**config.mk**
```make
export PLATFORM = sky130hd
export DESIGN_NAME = srs_reset_sequencer
export DESIGN_NICKNAME = d
export VERILOG_FILES = /design/src/rtl/srs_pkg.sv /design/src/rtl/srs_reset_sequencer.sv
export SDC_FILE = /design/constraint.sdc
export NUM_CORES = 1
export LEC_CHECK = 0
export BUFFER_PORTS_ARGS = -buffer_cell sky130_fd_sc_hd__buf_2
export CORE_MARGIN = 10
export CORE_UTILIZATION = 55
export CTS_CLUSTER_DIAMETER = 200
export CTS_CLUSTER_SIZE = 28
export DETAILED_ROUTE_END_ITERATION = 8
export MAX_ROUTING_LAYER = met4
export PLACE_DENSITY_LB_ADDON = 0.25
export REMOVE_ABC_BUFFERS = 1
export SYNTH_ARGS = -nofsm -noshare
export SYNTH_HDL_FRONTEND = slang
export SYNTH_SLANG_ARGS = --single-unit
```
**constraint.sdc**
```tcl
create_clock -name sys_clk -period 3.7 [get_ports sys_clk]
set_input_delay 0.74 -clock sys_clk [delete_from_list [all_inputs] [get_ports sys_clk]]
set_output_delay 0.74 -clock sys_clk [all_outputs]
set_load 0.005 [all_outputs]
```
**src/rtl/srs_pkg.sv**
```systemverilog
package srs_pkg;

  localparam int          ADDR_W        = 20;
  localparam int          NUM_PORTS     = 7;
  // Fast-oscillator cycles that the internal sequence lasts at least.
  localparam int          SEQ_MIN_CYC   = 128;
  localparam logic [7:0]  SEQ_LAST      = 8'(SEQ_MIN_CYC - 1);
  // Processor clocks the reset pin must stay low before it is taken.
  localparam logic [1:0]  QUAL_TICKS    = 2'h3;
  localparam logic [3:0]  WAIT_RST      = 4'h4;
  localparam logic [7:0]  PRIO_RST      = 8'hFF;
  localparam logic [15:0] WORD_ZERO     = 16'h0000;
  localparam logic [7:0]  BYTE_ZERO     = 8'h00;
  localparam logic [1:0]  CS_SEL_RST    = 2'h0;
  localparam logic        OE_SEL_RST    = 1'b0;
  localparam logic [1:0]  WE_EN_RST     = 2'h0;
  localparam logic [2:0]  PORT_B        = 3'h1;
  localparam logic [2:0]  PORT_C        = 3'h2;
  localparam logic [7:0]  PB_OE_RST     = 8'hC0;
  localparam logic [7:0]  PC_OE_RST     = 8'h55;
  localparam logic [7:0]  PC_DAT_RST    = 8'h15;

  typedef enum logic [1:0] {
    SRS_RUN   = 2'h0,
    SRS_DEFER = 2'h1,
    SRS_SEQ   = 2'h3,
    SRS_HOLD  = 2'h2
  } srs_state_t;

  typedef enum logic [2:0] {
    SRS_SEL_SP   = 3'h0,
    SRS_SEL_PC   = 3'h1,
    SRS_SEL_IVB  = 3'h2,
    SRS_SEL_EVB  = 3'h3,
    SRS_SEL_PRIO = 3'h4,
    SRS_SEL_MEM  = 3'h5,
    SRS_SEL_CLK  = 3'h6
  } srs_sel_t;

  // Active-low memory and I/O strobes as they leave the device.
  typedef struct packed {
    logic       csN0;
    logic       csN2;
    logic       oeN0;
    logic       oeN1;
    logic       weN0;
    logic       weN1;
    logic       bufEnN;
    logic       ioRdN;
    logic       ioWrN;
    logic       fetchN;
  } srs_memctl_t;

  // Active-high cycle requests from the processor core.
  typedef struct packed {
    logic       memRd;
    logic       memWr;
    logic       ioRd;
    logic       ioWr;
    logic       fetch;
  } srs_corereq_t;

  typedef struct packed {
    logic [15:0] stackPtr;
    logic [15:0] progCounter;
    logic [7:0]  internalVectorBase;
    logic [7:0]  externalVectorBase;
    logic [7:0]  priorityStackReg;
  } srs_cpu_t;

  typedef struct packed {
    logic [3:0] waitStates;
    logic [1:0] csSel;
    logic       oeSel;
    logic [1:0] weEn;
  } srs_memcfg_t;

  typedef struct packed {
    logic       en;
    srs_sel_t   sel;
    logic [15:0] data;
  } srs_cfgwr_t;

  typedef struct packed {
    logic [7:0] oe;
    logic [7:0] dat;
  } srs_port_t;

  typedef struct packed {
    logic       en;
    logic [2:0] idx;
    srs_port_t  val;
  } srs_portwr_t;

endpackage

```
**src/rtl/srs_reset_sequencer.sv**
```systemverilog
`timescale 1ns/100ps

// How it works
// - Reset initialises all state but the RTC.
// - Pending memory write postpones entering reset.
// - No write pending: reset takes effect immediately.
// - Sequence lasts at least 128 fast cycles.
// - Reset sets processor and peripheral clocks divide-by-eight.
// - Count runs on fast clock, not processor clock.
// - Battery RAM select floats, other strobes high.
// - Pin released: fetching and strobes resume.
// - Bank control defaults to four wait states.
// - Battery RAM select also floats in power-down.
// - Power switch output high in reset, power-down.
// - Default chip select 0, output enable 0; no writes.
// - Interrupt priority register set to all ones.
// - SP, PC and vector bases cleared to zero.
// - Address and other strobes stay driven during reset.
// - Ports B and C get fixed defaults; others float.
module srs_reset_sequencer (
  input  wire logic                             sys_clk,
  input  wire logic                             nrst,
  input  wire logic                             clkEn,
  input  wire logic                             extResetN,
  input  wire logic                             cpuTick,
  input  wire logic                             writeBusy,
  input  wire logic                             powerDown,
  input  wire logic [srs_pkg::ADDR_W-1:0]       coreAddr,
  input  wire srs_pkg::srs_corereq_t            coreReq,
  input  wire srs_pkg::srs_cfgwr_t              cfgWr,
  input  wire srs_pkg::srs_portwr_t             portWr,
  output logic                                  coreResetN,
  output logic [srs_pkg::ADDR_W-1:0]            addrOut,
  output srs_pkg::srs_memctl_t                  memCtl,
  output logic                                  battRamSelOut,
  output logic                                  battRamSelOe,
  output logic                                  powerSwitchCtrlOut,
  output logic                                  cpuClkDiv8,
  output logic                                  perClkDiv8,
  output srs_pkg::srs_cpu_t                     cpuState,
  output srs_pkg::srs_memcfg_t                  memCfg,
  output srs_pkg::srs_port_t [srs_pkg::NUM_PORTS-1:0] portPins
);

  function automatic srs_pkg::srs_port_t portDefault(input logic [2:0] idx);
    srs_pkg::srs_port_t p;
    p.oe  = srs_pkg::BYTE_ZERO;
    p.dat = srs_pkg::BYTE_ZERO;
    if (idx == srs_pkg::PORT_B) begin
      p.oe = srs_pkg::PB_OE_RST;
    end else if (idx == srs_pkg::PORT_C) begin
      p.oe  = srs_pkg::PC_OE_RST;
      p.dat = srs_pkg::PC_DAT_RST;
    end
    return p;
  endfunction
  logic                 extRstMeta_ff;
  logic                 extRstSync_ff;
  logic [1:0]           lowTicks_ff;
  logic                 reqQual;
  srs_pkg::srs_state_t  state_ff;
  srs_pkg::srs_state_t  nxt_state;
  logic [7:0]           seqCnt_ff;
  logic                 seqDone;
  logic                 inReset;
  logic                 coreResetN_ff;
  logic [srs_pkg::ADDR_W-1:0] addr_ff;
  srs_pkg::srs_memctl_t memCtl_ff;
  srs_pkg::srs_memctl_t nxt_memCtl;
  logic                 battSel_ff;
  logic                 battOe_ff;
  logic                 powerSw_ff;
  logic                 cpuDiv8_ff;
  logic                 perDiv8_ff;
  srs_pkg::srs_cpu_t    cpu_ff;
  srs_pkg::srs_memcfg_t memCfg_ff;
  logic                 cfgLive;

  // Pin synchroniser; only the second stage is looked at.
  always_ff @(posedge sys_clk or negedge nrst) begin
    if (!nrst) begin
      extRstMeta_ff <= 1'b1;
      extRstSync_ff <= 1'b1;
    end else if (clkEn) begin
      extRstMeta_ff <= extResetN;
      extRstSync_ff <= extRstMeta_ff;
    end
  end

  // Low level must persist for three processor clocks to be taken.
  always_ff @(posedge sys_clk or negedge nrst) begin
    if (!nrst) begin
      lowTicks_ff <= 2'h0;
    end else if (clkEn) begin
      if (extRstSync_ff) begin
        lowTicks_ff <= 2'h0;
      end else if (cpuTick && lowTicks_ff != srs_pkg::QUAL_TICKS) begin
        lowTicks_ff <= lowTicks_ff + 2'h1;
      end
    end
  end

  assign reqQual = (lowTicks_ff == srs_pkg::QUAL_TICKS);
  assign seqDone = (seqCnt_ff == srs_pkg::SEQ_LAST);
  assign inReset = (state_ff == srs_pkg::SRS_SEQ) || (state_ff == srs_pkg::SRS_HOLD);
  assign cfgLive = cfgWr.en && !inReset;

  always_comb begin
    nxt_state = state_ff;
    case (state_ff)
      srs_pkg::SRS_RUN: begin
        if (reqQual) begin
          nxt_state = writeBusy ? srs_pkg::SRS_DEFER : srs_pkg::SRS_SEQ;
        end
      end
      srs_pkg::SRS_DEFER: begin
        // A write on a slow processor clock may outlast the count.
        if (seqDone) begin
          nxt_state = srs_pkg::SRS_HOLD;
        end else if (!writeBusy) begin
          nxt_state = srs_pkg::SRS_SEQ;
        end
      end
      srs_pkg::SRS_SEQ: begin
        if (seqDone) begin
          nxt_state = srs_pkg::SRS_HOLD;
        end
      end
      srs_pkg::SRS_HOLD: begin
        if (extRstSync_ff) begin
          nxt_state = srs_pkg::SRS_RUN;
        end
      end
      default: begin
        nxt_state = srs_pkg::SRS_SEQ;
      end
    endcase
  end

  // Power-on enters the sequence so the minimum length also applies.
  always_ff @(posedge sys_clk or negedge nrst) begin
    if (!nrst) begin
      state_ff <= srs_pkg::SRS_SEQ;
    end else if (clkEn) begin
      state_ff <= nxt_state;
    end
  end

  // The length count runs on the fast clock from the request onward.
  always_ff @(posedge sys_clk or negedge nrst) begin
    if (!nrst) begin
      seqCnt_ff <= 8'h00;
    end else if (clkEn) begin
      if (state_ff == srs_pkg::SRS_RUN) begin
        seqCnt_ff <= 8'h00;
      end else if (!seqDone) begin
        seqCnt_ff <= seqCnt_ff + 8'h01;
      end
    end
  end

  always_ff @(posedge sys_clk or negedge nrst) begin
    if (!nrst) begin
      coreResetN_ff <= 1'b0;
    end else if (clkEn) begin
      coreResetN_ff <= (nxt_state == srs_pkg::SRS_RUN);
    end
  end

  // Address lines stay driven; last value held, zero on release.
  always_ff @(posedge sys_clk or negedge nrst) begin
    if (!nrst) begin
      addr_ff <= '0;
    end else if (clkEn) begin
      if (state_ff == srs_pkg::SRS_HOLD && nxt_state == srs_pkg::SRS_RUN) begin
        addr_ff <= '0;
      end else if (!inReset) begin
        addr_ff <= coreAddr;
      end
    end
  end

  always_comb begin
    nxt_memCtl = '1;
    if (!inReset) begin
      nxt_memCtl.csN0   = !((coreReq.memRd || coreReq.memWr) && memCfg_ff.csSel == 2'h0);
      nxt_memCtl.csN2   = !((coreReq.memRd || coreReq.memWr) && memCfg_ff.csSel == 2'h2);
      nxt_memCtl.oeN0   = !(coreReq.memRd && !memCfg_ff.oeSel);
      nxt_memCtl.oeN1   = !(coreReq.memRd && memCfg_ff.oeSel);
      nxt_memCtl.weN0   = !(coreReq.memWr && memCfg_ff.weEn[0]);
      nxt_memCtl.weN1   = !(coreReq.memWr && memCfg_ff.weEn[1]);
      nxt_memCtl.bufEnN = !(coreReq.memRd || coreReq.memWr || coreReq.ioRd || coreReq.ioWr);
      nxt_memCtl.ioRdN  = !coreReq.ioRd;
      nxt_memCtl.ioWrN  = !coreReq.ioWr;
      nxt_memCtl.fetchN = !coreReq.fetch;
    end
  end

  always_ff @(posedge sys_clk or negedge nrst) begin
    if (!nrst) begin
      memCtl_ff <= '1;
    end else if (clkEn) begin
      memCtl_ff <= nxt_memCtl;
    end
  end

  always_ff @(posedge sys_clk or negedge nrst) begin
    if (!nrst) begin
      battSel_ff <= 1'b1;
      battOe_ff  <= 1'b0;
      powerSw_ff <= 1'b1;
    end else if (clkEn) begin
      battSel_ff <= !((coreReq.memRd || coreReq.memWr) && memCfg_ff.csSel == 2'h1);
      battOe_ff  <= !(inReset || powerDown);
      powerSw_ff <= inReset || powerDown;
    end
  end

  always_ff @(posedge sys_clk or negedge nrst) begin
    if (!nrst) begin
      cpuDiv8_ff <= 1'b1;
      perDiv8_ff <= 1'b1;
    end else if (clkEn) begin
      if (inReset) begin
        cpuDiv8_ff <= 1'b1;
        perDiv8_ff <= 1'b1;
      end else if (cfgLive && cfgWr.sel == srs_pkg::SRS_SEL_CLK) begin
        cpuDiv8_ff <= cfgWr.data[0];
        perDiv8_ff <= cfgWr.data[1];
      end
    end
  end

  // Processor registers; the real-time counter lives elsewhere, untouched.
  always_ff @(posedge sys_clk or negedge nrst) begin
    if (!nrst) begin
      cpu_ff <= '0;
      cpu_ff.priorityStackReg <= srs_pkg::PRIO_RST;
    end else if (clkEn) begin
      if (inReset) begin
        cpu_ff.stackPtr           <= srs_pkg::WORD_ZERO;
        cpu_ff.progCounter        <= srs_pkg::WORD_ZERO;
        cpu_ff.internalVectorBase <= srs_pkg::BYTE_ZERO;
        cpu_ff.externalVectorBase <= srs_pkg::BYTE_ZERO;
        cpu_ff.priorityStackReg   <= srs_pkg::PRIO_RST;
      end else if (cfgLive) begin
        case (cfgWr.sel)
          srs_pkg::SRS_SEL_SP:   cpu_ff.stackPtr           <= cfgWr.data;
          srs_pkg::SRS_SEL_PC:   cpu_ff.progCounter        <= cfgWr.data;
          srs_pkg::SRS_SEL_IVB:  cpu_ff.internalVectorBase <= cfgWr.data[7:0];
          srs_pkg::SRS_SEL_EVB:  cpu_ff.externalVectorBase <= cfgWr.data[7:0];
          srs_pkg::SRS_SEL_PRIO: cpu_ff.priorityStackReg   <= cfgWr.data[7:0];
          default: ;
        endcase
      end
    end
  end

  always_ff @(posedge sys_clk or negedge nrst) begin
    if (!nrst) begin
      memCfg_ff <= {srs_pkg::WAIT_RST, srs_pkg::CS_SEL_RST, srs_pkg::OE_SEL_RST,
                    srs_pkg::WE_EN_RST};
    end else if (clkEn) begin
      if (inReset) begin
        memCfg_ff.waitStates <= srs_pkg::WAIT_RST;
        memCfg_ff.csSel      <= srs_pkg::CS_SEL_RST;
        memCfg_ff.oeSel      <= srs_pkg::OE_SEL_RST;
        memCfg_ff.weEn       <= srs_pkg::WE_EN_RST;
      end else if (cfgLive && cfgWr.sel == srs_pkg::SRS_SEL_MEM) begin
        memCfg_ff <= cfgWr.data[8:0];
      end
    end
  end
  genvar gi;
  generate
    for (gi = 0; gi < srs_pkg::NUM_PORTS; gi++) begin : g_port
      srs_pkg::srs_port_t port_ff;
      always_ff @(posedge sys_clk or negedge nrst) begin
        if (!nrst) begin
          port_ff <= portDefault(3'(gi));
        end else if (clkEn) begin
          if (inReset) begin
            port_ff <= portDefault(3'(gi));
          end else if (portWr.en && portWr.idx == 3'(gi)) begin
            port_ff <= portWr.val;
          end
        end
      end
      assign portPins[gi] = port_ff;
    end
  endgenerate

  assign coreResetN         = coreResetN_ff;
  assign addrOut            = addr_ff;
  assign memCtl             = memCtl_ff;
  assign battRamSelOut      = battSel_ff;
  assign battRamSelOe       = battOe_ff;
  assign powerSwitchCtrlOut = powerSw_ff;
  assign cpuClkDiv8         = cpuDiv8_ff;
  assign perClkDiv8         = perDiv8_ff;
  assign cpuState           = cpu_ff;
  assign memCfg             = memCfg_ff;
endmodule

```
==> results.py <==
metrics = {
    "timing": {
        "period_needed_ps": 2080,
        "fin_skew_ps": 38.3,
        "fmax_mhz": 481,
        "finalHoldViolations": 0,
        "rsz0062_at_grt": "false",
        "whs_ps": 299,
        "slew_headroom_pct": 29.0,
        "layout_setup_ws_ps": 1620,
        "setup_viol": 0,
        "slew_violations": 0,
        "worst_pin_slew_ps": 1060,
        "fin_crit_sh_pct": 56.2,
        "setup_tns_ps": 0,
    },
    "logic_synthesis": {
        "synth_area_leader_cell": "dfrtp_1",
        "ys_warn_count": 0,
        "netlist_area_um2": 8810,
        "avgSynthCellArea_um2": 10.8,
        "synth_top_area_share_pct": 54.3,
        "ys_seq_area_share_pct": 65.0,
        "ys_seq_elements": 227,
        "synthTopCellsByArea": "dfrtp_1 (54%), dfstp_2 (11%), nand2_1 (9.0%), o21ai_0 (8.9%), a22o_1 (2.3%)",
        "syn_inst": 813,
        "synth_cell_types": 47,
    },
    "worst_setup_path": {
        "cp_num_cells": 4,
        "critPathBufInv": 1,
        "cp_cell_sequence": "buf_4 -> o21ai_0 -> nand2_1 -> a22o_1",
        "critical_path_arrival_ps": 2480,
        "critPathMaxFanout": 27,
        "slowest_stage": "dfstp_2",
        "cp_top_family": "flip-flops",
        "crit_path_end_kind": "register",
        "critPathKind": "register to register",
        "crit_path_max_incr_delay_ps": 670,
        "reg2reg_depth": 4,
        "start_kind": "register",
        "required_ps": 4100,
    },
    "floorplanning": {
        "start_util_pct": 55.8,
        "core_area_um2": 15800,
        "boundaryPins": 285,
        "die_y_um": 147,
        "num_rows": 46,
        "die-width_um": 147,
        "die-area_um2": 21500,
    },
    "routing": {
        "dr.pass1.iters": 4,
        "ant_nets": 0,
        "vias_per_cell": 5.37,
        "drc": 0,
        "vias": 6997,
        "drt-total-wl_um": 24700,
        "wire_per_inst_um": 19.0,
        "first_iter_violations": 288,
    },
    "cts": {
        "clockBufferDepth": 3,
        "cts.repair_timing.setup_buffer_count": 0,
        "cts_tree": "built",
        "clock-root-buffer": "clkbuf_16",
        "cts_buffers": 12,
        "cts.sinks": 227,
        "htree_levels": 1,
        "hold_buffers": 0,
        "clock_latency_ps": 470,
        "clk_pin_slew_ps": 110,
        "cts-resized-gates": 0,
    },
    "global_routing": {
        "grt_antenna_before_repair": 3,
        "track_usage_pct": 22.8,
        "grt_pass1_vias": 6976,
        "grt_pass1_wl_um": 38800,
        "grt_max_degree": 114,
        "grt.overflow.total": 0,
    },
    "power": {
        "p_per_area_nw_per_um2": 790,
        "p_leak_nw": 5.37,
        "ir_worst_vdd_mv": 0.594,
    },
    "placed_design": {
        "pre_cts_ws_ps": 1320,
        "port_buffers": 284,
        "dp_hpwl_um": 18300,
        "gp_congestion": 0.846,
        "placed_area_um2": 10400,
    },
    "finish": {
        "syn_to_final_growth_pct": 22.0,
        "nets": 1151,
        "fin_area_um2": 10700,
        "drive_gt1_share_pct": 35.3,
    },
    "worst_hold_path": {
        "hp-class": "primary input to asynchronous set/reset pin",
    },
    "status": {
        "status": "complete, no violations",
    },
    "flow_run": {
        "drv_cap": 0,
    },
}
-- flip-flops by register name, indices dropped and copies added, names as in the netlist --
signal / flops
portPins: 112
cpuState: 56
addrOut: 20
memCtl: 10
memCfg: 9
seqCnt_ff: 8
lowTicks_ff: 2
state_ff: 2
battRamSelOe: 1
battRamSelOut: 1
coreResetN: 1
cpuClkDiv8: 1
extRstMeta_ff: 1
extRstSync_ff: 1
perClkDiv8: 1
powerSwitchCtrlOut: 1
-- cell usage in the layout, fill, tap and decap left out, types with 7 or more instances in the layout --
master	instances
buf_2	283
nand2_1	212
dfrtp_1	191
o21ai_0	156
dfstp_2	36
nor2_1	27
a22o_1	23
o21ai_1	19
clkbuf_16	13
buf_4	13
o21ai_2	10
a21oi_1	10
a31oi_1	10
o22a_1	9
and4b_1	7
mux2_2	7
-- area by class of cell --
cell class | count | area (µm²)
diodes | 3 | 7.51
clock buffers | 19 | 348
clock inverters | 1 | 30.0
fillers | 1295 | 5030
inverters | 5 | 18.8
multi-input cells | 533 | 2790
flip-flops and latches | 227 | 5730
well taps | 216 | 270
repair buffers | 298 | 1550
-- Yosys cell counts (all sizes together) --
master and count:
a21boi 1, a21oi 10, a22o 23, a31o 1
a31oi 10, a41oi 1, and2 1, and3 1
and4 1, and4b 7, and4bb 6, buf 43
clkbuf 5, dfrtp 191, dfstp 36, ha 2
inv 5, mux2 7, mux2i 1, nand2 212
nand2b 1, nand3 2, nand4 2, nor2 28
nor2b 1, nor3 2, nor3b 2, nor4b 2
o21a 1, o21ai 188, o21ba 1, o22a 9
o22ai 4, o2bb2ai 1, o311ai 1, o31a 1
o41ai 1, or2 2
-- per-stage QoR --
stage | utilization [%] | instances | power, W
after floorplan | - | 765 | 0.00537
after global placement | 65.7 | 1279 | 0.00699
after detailed placement | 65.7 | 1279 | 0.00711
after CTS | 68.1 | 1299 | 0.00858
after global routing | 68.1 | 1302 | 0.00912
final | 68.1 | 1302 | 0.00848
-- final timing paths --
kind	start	end	slack, ps
worst max register to register	state_ff[1]	addrOut[9]	1620
worst min register to register	memCfg[0]	memCtl[5]	460
max in group asynchronous	nrst	memCtl[7]	2450
min in group sys_clk	coreReq[0]	memCtl[0]	410
worst min-delay path	nrst	portPins[102]	300
worst max-delay path	state_ff[1]	addrOut[9]	1620
-- cells by family (layout without fill, tap and decap cells) --
family | Yosys count | after routing | synth area share (%)
compound gates | 253 | 253 | 17.1
fa+ha+maj | 2 | 2 | 0.284
buf+inv | 53 | 323 | 3.34
flops | 227 | 227 | 65.0
mux | 8 | 8 | 1.01
other cells | 0 | 3 | 0
simple gates | 270 | 270 | 13.3
-- per-layer routing --
metal	up-vias	track usage (%)	wire, µm
li1	3328	-	-
met1	3379	28.4	10300
met2	258	35.9	11600
met3	32	7.01	2230
met4	0	5.46	563
met5	-	-	0
-- report_power, final --
part | switching (W) | internal [W] | leakage (nW) | total [W]
Sequential | 0.000565 | 0.00352 | 2.83 | 0.00408
Combinational | 0.00173 | 0.00120 | 2.37 | 0.00293
Clock | 0.000800 | 0.000673 | 0.179 | 0.00147
Total | 0.00309 | 0.00539 | 5.37 | 0.00848
Power figures use the tool's default switching activity.
